--- src/ievt_pkg.sv ---
// Purpose: Constants for the I2C event status register bank
// Assumes: AXI4-Lite, 32-bit data, byte addresses
// Notes: Bit positions shared by flag and new-event registers
package ievt_pkg;
	// Register byte addresses
	localparam logic [31:0] EVT_OFF = 32'h0001_d300;
	localparam logic [31:0] CTRL_OFF = 32'h0001_d304;
	localparam logic [31:0] NEW_OFF = 32'h0001_d308;
	// Implemented event bits; reserved bits read as zero
	localparam logic [31:0] EVT_MASK = 32'hfcfa_7bee;
	localparam logic [31:0] EVT_RST = 32'h0000_0000;
	localparam logic [31:0] NEW_RST = 32'h0000_0000;
	localparam logic CTRL_RST = 1'h0;
	// Event bit positions, and the soft reset control bit
	localparam int unsigned BOOT_ERR_BIT = 20;
	localparam int unsigned BOOT_OK_BIT = 23;
	localparam int unsigned NACK_BIT = 26;
	localparam int unsigned COL_BIT = 27;
	localparam int unsigned XACT_TO_BIT = 28;
	localparam int unsigned BYTE_TO_BIT = 29;
	localparam int unsigned CLK_LOW_TO_BIT = 30;
	localparam int unsigned ARB_TO_BIT = 31;
	localparam int unsigned SOFT_RST_BIT = 0;
	// AXI responses
	localparam logic [1:0] RESP_OKAY = 2'h0;
	localparam logic [1:0] RESP_DECERR = 2'h3;
endpackage : ievt_pkg

--- src/ievt_regs.sv ---
// Purpose: I2C event flags and new-event capture behind AXI4-Lite
// Assumes: Event inputs are one-cycle pulses synchronous to aclk
// Notes: One write and one read in flight at most
// Operation
// - Boot load finished cleanly sets boot-success flag, bit 23.
// - Boot load disabled at power-up also sets boot-success flag.
// - Master NACK, software or boot transfer, sets bit 26.
// - Master arbitration lost after addressing sets bit 27.
// - Whole-transaction timer expiry sets bit 28.
// - Per-byte timer expiry sets bit 29.
// - Clock-low timer expiry sets bit 30.
// - Arbitration timer expiry sets bit 31.
// - New-event register records events since last snapshot, same bits.
// - Writing one to new-event bit sets it; zero leaves it.
// - Event register write or snapshot clears whole new-event register.
// - Soft reset bit set holds new-event register at zero.
// - New-event bits 1..3 slave done events; bit 0 reserved.
// - New-event bits 5,6 diagnostic events; bit 4 reserved.
// - Boot read failure sets boot-error flag, bit 20.
`timescale 1ns/100ps
module ievt_regs (
	input wire logic aclk, // System clock
	input wire logic aresetn, // Sync reset, active low
	input wire logic [31:0] awaddr, // Write address
	input wire logic [2:0] awprot, // Unused
	input wire logic awvalid, // Write address valid
	output logic awready, // Write address ready
	input wire logic [31:0] wdata, // Write data
	input wire logic [3:0] wstrb, // Byte strobes
	input wire logic wvalid, // Write data valid
	output logic wready, // Write data ready
	output logic [1:0] bresp, // Write response
	output logic bvalid, // Write response valid
	input wire logic bready, // Write response ready
	input wire logic [31:0] araddr, // Read address
	input wire logic [2:0] arprot, // Unused
	input wire logic arvalid, // Read address valid
	output logic arready, // Read address ready
	output logic [31:0] rdata, // Read data
	output logic [1:0] rresp, // Read response
	output logic rvalid, // Read data valid
	input wire logic rready, // Read data ready
	input wire logic boot_ok_evt, // Boot load done, no error
	input wire logic boot_err_evt, // Boot load register read failed
	input wire logic boot_load_disabled, // Strap level
	input wire logic m_nack_evt, // Master got NACK
	input wire logic m_collision_evt, // Master lost arbitration
	input wire logic m_xact_to_evt, // Transaction timer expired
	input wire logic m_byte_to_evt, // Byte timer expired
	input wire logic m_clk_low_to_evt, // Clock-low timer expired
	input wire logic m_arb_to_evt, // Arbitration timer expired
	input wire logic [31:0] other_evt, // Remaining event pulses
	input wire logic snapshot_pulse, // Interrupt status read
	output logic [31:0] event_flags, // Event flag register
	output logic [31:0] new_events, // New-event register
	output logic soft_reset_bit // Soft reset control
);
	logic aw_got_r, aw_got_nxt, w_got_r, w_got_nxt;
	logic [31:0] waddr_r, waddr_nxt, wdata_r, wdata_nxt;
	logic [3:0] wstrb_r, wstrb_nxt;
	logic bvalid_r, bvalid_nxt;
	logic [1:0] bresp_r, bresp_nxt, rresp_r, rresp_nxt;
	logic rvalid_r, rvalid_nxt;
	logic [31:0] rdata_r, rdata_nxt;
	logic [31:0] evt_r, evt_nxt, new_r, new_nxt;
	logic soft_rst_r, soft_rst_nxt, strap_done_r, strap_done_nxt;
	logic [31:0] wmask, hw_set, evt_clr, new_w1s, waddr_w, raddr_w;
	logic do_wr, wr_evt, wr_new, wr_ctrl, wr_hit, strap_set;

	// Byte strobes to bit mask
	genvar gi;
	generate
		for (gi = 0; gi < 4; gi++) begin : g_mask
			assign wmask[gi*8 +: 8] = {8{wstrb_r[gi]}};
		end
	endgenerate

	assign awready = !aw_got_r && !bvalid_r;
	assign wready = !w_got_r && !bvalid_r;
	assign arready = !rvalid_r;
	assign bvalid = bvalid_r;
	assign bresp = bresp_r;
	assign rvalid = rvalid_r;
	assign rresp = rresp_r;
	assign rdata = rdata_r;
	assign event_flags = evt_r;
	assign new_events = new_r;
	assign soft_reset_bit = soft_rst_r;

	assign waddr_w = {waddr_r[31:2], 2'h0};
	assign raddr_w = {araddr[31:2], 2'h0};
	assign do_wr = aw_got_r && w_got_r && !bvalid_r;
	assign wr_evt = do_wr && (waddr_w == ievt_pkg::EVT_OFF);
	assign wr_new = do_wr && (waddr_w == ievt_pkg::NEW_OFF);
	assign wr_ctrl = do_wr && (waddr_w == ievt_pkg::CTRL_OFF);
	assign wr_hit = (waddr_w == ievt_pkg::EVT_OFF)
		|| (waddr_w == ievt_pkg::NEW_OFF)
		|| (waddr_w == ievt_pkg::CTRL_OFF);
	assign strap_set = !strap_done_r && boot_load_disabled;

	// Write channel: address and data in either order
	always_comb begin : wr_comb
		aw_got_nxt = aw_got_r;
		w_got_nxt = w_got_r;
		waddr_nxt = waddr_r;
		wdata_nxt = wdata_r;
		wstrb_nxt = wstrb_r;
		bvalid_nxt = bvalid_r;
		bresp_nxt = bresp_r;
		if (awvalid && awready) begin
			aw_got_nxt = 1'b1;
			waddr_nxt = awaddr;
		end
		if (wvalid && wready) begin
			w_got_nxt = 1'b1;
			wdata_nxt = wdata;
			wstrb_nxt = wstrb;
		end
		if (do_wr) begin
			aw_got_nxt = 1'b0;
			w_got_nxt = 1'b0;
			bvalid_nxt = 1'b1;
			bresp_nxt = wr_hit ? ievt_pkg::RESP_OKAY : ievt_pkg::RESP_DECERR;
		end else if (bvalid_r && bready) begin
			bvalid_nxt = 1'b0;
		end
	end

	always_ff @(posedge aclk) begin
		if (!aresetn) begin
			aw_got_r <= 1'b0;
			w_got_r <= 1'b0;
			waddr_r <= 32'h0;
			wdata_r <= 32'h0;
			wstrb_r <= 4'h0;
			bvalid_r <= 1'b0;
			bresp_r <= ievt_pkg::RESP_OKAY;
		end else begin
			aw_got_r <= aw_got_nxt;
			w_got_r <= w_got_nxt;
			waddr_r <= waddr_nxt;
			wdata_r <= wdata_nxt;
			wstrb_r <= wstrb_nxt;
			bvalid_r <= bvalid_nxt;
			bresp_r <= bresp_nxt;
		end
	end

	// Read channel, no side effects
	always_comb begin : rd_comb
		rvalid_nxt = rvalid_r;
		rdata_nxt = rdata_r;
		rresp_nxt = rresp_r;
		if (arvalid && arready) begin
			rvalid_nxt = 1'b1;
			rresp_nxt = ievt_pkg::RESP_OKAY;
			case (raddr_w)
				ievt_pkg::EVT_OFF: rdata_nxt = evt_r;
				ievt_pkg::NEW_OFF: rdata_nxt = new_r;
				ievt_pkg::CTRL_OFF: rdata_nxt = {31'h0, soft_rst_r};
				default: begin
					rdata_nxt = 32'h0;
					rresp_nxt = ievt_pkg::RESP_DECERR;
				end
			endcase
		end else if (rvalid_r && rready) begin
			rvalid_nxt = 1'b0;
		end
	end

	always_ff @(posedge aclk) begin
		if (!aresetn) begin
			rvalid_r <= 1'b0;
			rdata_r <= 32'h0;
			rresp_r <= ievt_pkg::RESP_OKAY;
		end else begin
			rvalid_r <= rvalid_nxt;
			rdata_r <= rdata_nxt;
			rresp_r <= rresp_nxt;
		end
	end

	// Event flags and new-event capture
	always_comb begin : evt_comb
		hw_set = other_evt;
		hw_set[ievt_pkg::BOOT_OK_BIT] = other_evt[ievt_pkg::BOOT_OK_BIT]
			|| boot_ok_evt || strap_set;
		hw_set[ievt_pkg::BOOT_ERR_BIT] = other_evt[ievt_pkg::BOOT_ERR_BIT]
			|| boot_err_evt;
		hw_set[ievt_pkg::NACK_BIT] = other_evt[ievt_pkg::NACK_BIT]
			|| m_nack_evt;
		hw_set[ievt_pkg::COL_BIT] = other_evt[ievt_pkg::COL_BIT]
			|| m_collision_evt;
		hw_set[ievt_pkg::XACT_TO_BIT] = other_evt[ievt_pkg::XACT_TO_BIT]
			|| m_xact_to_evt;
		hw_set[ievt_pkg::BYTE_TO_BIT] = other_evt[ievt_pkg::BYTE_TO_BIT]
			|| m_byte_to_evt;
		hw_set[ievt_pkg::CLK_LOW_TO_BIT] =
			other_evt[ievt_pkg::CLK_LOW_TO_BIT] || m_clk_low_to_evt;
		hw_set[ievt_pkg::ARB_TO_BIT] = other_evt[ievt_pkg::ARB_TO_BIT]
			|| m_arb_to_evt;
		hw_set = hw_set & ievt_pkg::EVT_MASK;
		evt_clr = wr_evt ? (wdata_r & wmask) : 32'h0;
		evt_nxt = ((evt_r & ~evt_clr) | hw_set) & ievt_pkg::EVT_MASK;
		new_w1s = wr_new ? (wdata_r & wmask & ievt_pkg::EVT_MASK) : 32'h0;
		new_nxt = (wr_evt || snapshot_pulse) ? 32'h0 : new_r;
		new_nxt = new_nxt | hw_set | new_w1s;
		if (soft_rst_r) begin
			new_nxt = 32'h0;
		end
		soft_rst_nxt = soft_rst_r;
		if (wr_ctrl && wstrb_r[0]) begin
			soft_rst_nxt = wdata_r[ievt_pkg::SOFT_RST_BIT];
		end
		strap_done_nxt = 1'b1;
	end

	always_ff @(posedge aclk) begin
		if (!aresetn) begin
			evt_r <= ievt_pkg::EVT_RST;
			new_r <= ievt_pkg::NEW_RST;
			soft_rst_r <= ievt_pkg::CTRL_RST;
			strap_done_r <= 1'b0;
		end else begin
			evt_r <= evt_nxt;
			new_r <= new_nxt;
			soft_rst_r <= soft_rst_nxt;
			strap_done_r <= strap_done_nxt;
		end
	end
endmodule : ievt_regs

--- config.mk ---
export PLATFORM = sky130hd
export DESIGN_NAME = ievt_regs
export DESIGN_NICKNAME = d
export VERILOG_FILES = /design/src/ievt_pkg.sv /design/src/ievt_regs.sv
export SDC_FILE = /design/constraint.sdc
export NUM_CORES = 1
export LEC_CHECK = 0
export BUFFER_PORTS_ARGS = -buffer_cell sky130_fd_sc_hd__buf_2
export CORE_MARGIN = 4
export CORE_UTILIZATION = 52
export DETAILED_ROUTE_END_ITERATION = 16
export GPL_ROUTABILITY_DRIVEN = 0
export PLACE_DENSITY = 0.87
export SETUP_SLACK_MARGIN = 0.05
export SLEW_MARGIN = 20
export SYNTH_ARGS = -nofsm -noshare
export SYNTH_HDL_FRONTEND = slang
export SYNTH_SLANG_ARGS = --single-unit
--- constraint.sdc ---
create_clock -name aclk -period 4.6 [get_ports aclk]
set_input_delay 0.69 -clock aclk [delete_from_list [all_inputs] [get_ports aclk]]
set_output_delay 0.69 -clock aclk [all_outputs]
set_load 0.01 [all_outputs]
==> reports/summary.txt <==
Slew headroom: 23.2%
post-synthesis async set-or-reset flop share: 0%
post-route minimum period: 2590 ps
area of the multi-input gates: 2950 sq um
Setup Skew: 7.07 ps
final WL: 17.5 mm
Mapped Cells: 731
Fillers: 984
Setup TNS Final: 0 ps
cts hold-fix bufs: 0
Die Area: 13800 sq um
Post-Syn Area per Cell: 8.55 sq um
peak supply drop: 0.000224 V
status: finished, final reports clean
Power Total: 3.04 mW
clock buffer depth: 2
unrepaired setup endpoints after global routing: no
H-tree levels: 4
count leader, synth: nand2_1
CP endpoint kind: flip-flop
Post-Syn Area: 6250 sq um
Clock Pin Slew Worst Setup and Hold Paths: 60 ps
total gr overflow: 0
Final Cycle Share: 56.2%
register area share after synthesis: 44.9%
CTS tree: done
Syn. warnings: 0
post-synth top area share: 44.9%
Total GRT Usage: 25.0%
detailed-route DRC error count: 0
Core Region: 11600 sq um
IO Count: 261
maximum fanout along the worst path: 24
1st-pass router iterations: 5
layout cell share with drive strength beyond 1: 30.5%
post-DR vias/cell: 5.43
height of the die: 118 um
Synth Register Bits: 140
WS Path Type: reg2reg
TritonCTS Buffers: 17
largest cells by area after synthesis: dfxtp_1 45%, nand2_1 10%, a21boi_0 7.3%
Leakage: 3.50 nW
area added between synthesis and finish: 24.6%
Cell variety after synth: 44
Pwr per Cell Area: 390 nW/um^2
NumNets Final: 1069
initial antenna violation count: 7
Std-Cell Rows: 39
CP arrival: 2930 ps
global-route wire length before repair: 28.2 mm
number of global-route vias before repair: 5614
fmax: 387 MHz
DP Worst Slack: 1720 ps
final setup violation count: 0
leading area contributor after synthesis: dfxtp_1
Skew-Pair Late Insertion Delay: 420 ps
Routed WL per cell: 16.3 um
remaining antenna violation count: 0
Min-Delay Path Class: reg2reg
post-DP HPWL: 12.6 mm
Vias: 5824
startpoint types: flip-flop
worst-margin pin slew: 1150 ps
Crit path required time: 4940 ps
largest net degree at the start of global routing: 81
TritonCTS Sinks: 140
max-cap violation count: 0
IO Port Bufs: 212
Hold Vio Cnt, Final: 0
EDFF count, synth: 0
Initial DRC Count: 409
Root Buffer: clkbuf_16
post-CTS sizing: 0
Initial Util: 54.0%
ys flop type: dfxtp_1
Slew Viols, Final: 0
commonest cells in the synthesized netlist: 174 x nand2_1, 140 x dfxtp_1, 61 x a21boi_0, 45 x inv_1, 38 x nor2_1
Die Width: 118 um
final setup margin: 2010 ps
Post-CTS Setup Bufs: 0
FF/Latch Area: 2800 sq um
-- flip-flops by register name (all words and copies together) (netlist names) --
register and count:
rdata 25, bvalid 1, w_got_r 1, rresp 1
new_events 24, strap_done_r 1, wdata_r 25, aw_got_r 1
event_flags 24, soft_reset_bit 1, waddr_r 30, rvalid 1
bresp 1, wstrb_r 4
-- layout make-up --
cell class	instances	area share, %
Clock buffer	25	6.50
Inverter	45	2.17
Clock inverter	7	1.09
Sequential cell	140	36.0
Multi-Input combinational cell	495	37.9
Tap cell	143	2.30
Timing Repair Buffer	215	13.9
Antenna cell	2	0.0643
-- path summary, 6_finish.rpt --
path / from / endpoint / slack, ps / cells after the start
worst min-delay path: rdata[30]$_SDFFE_PN0P_ / rdata[30]$_SDFFE_PN0P_ / 450 / 2
worst min register to register: rdata[30]$_SDFFE_PN0P_ / rdata[30]$_SDFFE_PN0P_ / 450 / 2
worst max-delay path: waddr_r[3]$_SDFFE_PN0P_ / new_events[20]$_SDFF_PP0_ / 2010 / 3
worst max register to register: waddr_r[3]$_SDFFE_PN0P_ / new_events[20]$_SDFF_PP0_ / 2010 / 3
-- cell families after synthesis --
family,Yosys count,synth area share [%]
AND/OR/NAND/NOR,256,19.0
AO/OA/AOI/OAI,192,23.0
flip-flops,140,44.9
buffers and inverters,118,9.19
multiplexers,24,3.85
other,1,0.0600
-- placed cells by master, fill, tap and decap left out, types with 5 or more instances in the layout --
| master | synthesis | layout |
|---|---|---|
| clkinv_2 | 0 | 5 |
| a21boi_0 | 61 | 61 |
| o211ai_2 | 5 | 5 |
| inv_1 | 45 | 45 |
| a41oi_1 | 24 | 24 |
| o21ai_1 | 15 | 15 |
| clkbuf_8 | 0 | 5 |
| o31ai_1 | 7 | 7 |
| o21ai_0 | 33 | 33 |
| buf_2 | 6 | 212 |
| o21ai_2 | 20 | 20 |
| a31oi_1 | 5 | 5 |
| conb_1 | 1 | 23 |
| or4_1 | 5 | 5 |
| clkbuf_16 | 0 | 17 |
| nand2_1 | 174 | 174 |
| mux2i_1 | 24 | 24 |
| nor2_1 | 38 | 38 |
| dfxtp_1 | 140 | 140 |
| a32oi_1 | 15 | 15 |
-- report_power, final --
group	internal (mW)	leakage (nW)	switching, mW	total [mW]
logic	0.142	2.04	0.197	0.339
clock network	0.865	0.297	0.483	1.35
registers	1.29	1.16	0.0649	1.35
-- through the flow --
stage / hold slack [ps] / cell area, sq um / utilization [%] / std cells
floorplan: 439 / 6330 / - / 753
global placement: 428 / 7190 / 62.1 / 1038
detailed placement: 436 / 7190 / 62.1 / 1038
CTS: 449 / 7780 / 67.3 / 1070
global route: 465 / 7780 / 67.3 / 1072
finish: 445 / 7780 / 67.3 / 1072
-- worst max-delay path, stage by stage, from the launching register on --
cell	delay [ps]
dfxtp_1	610
nand4bb_1	970
or4_1	850
o211ai_2	80
-- metal layers --
metal,GRT usage [%],wire length [um]
met1,30.9,7200
met2,40.5,8210
met3,8.07,1560
met4,9.74,480
met5,0,68
No activity file was read; power rests on OpenSTA's default activity.
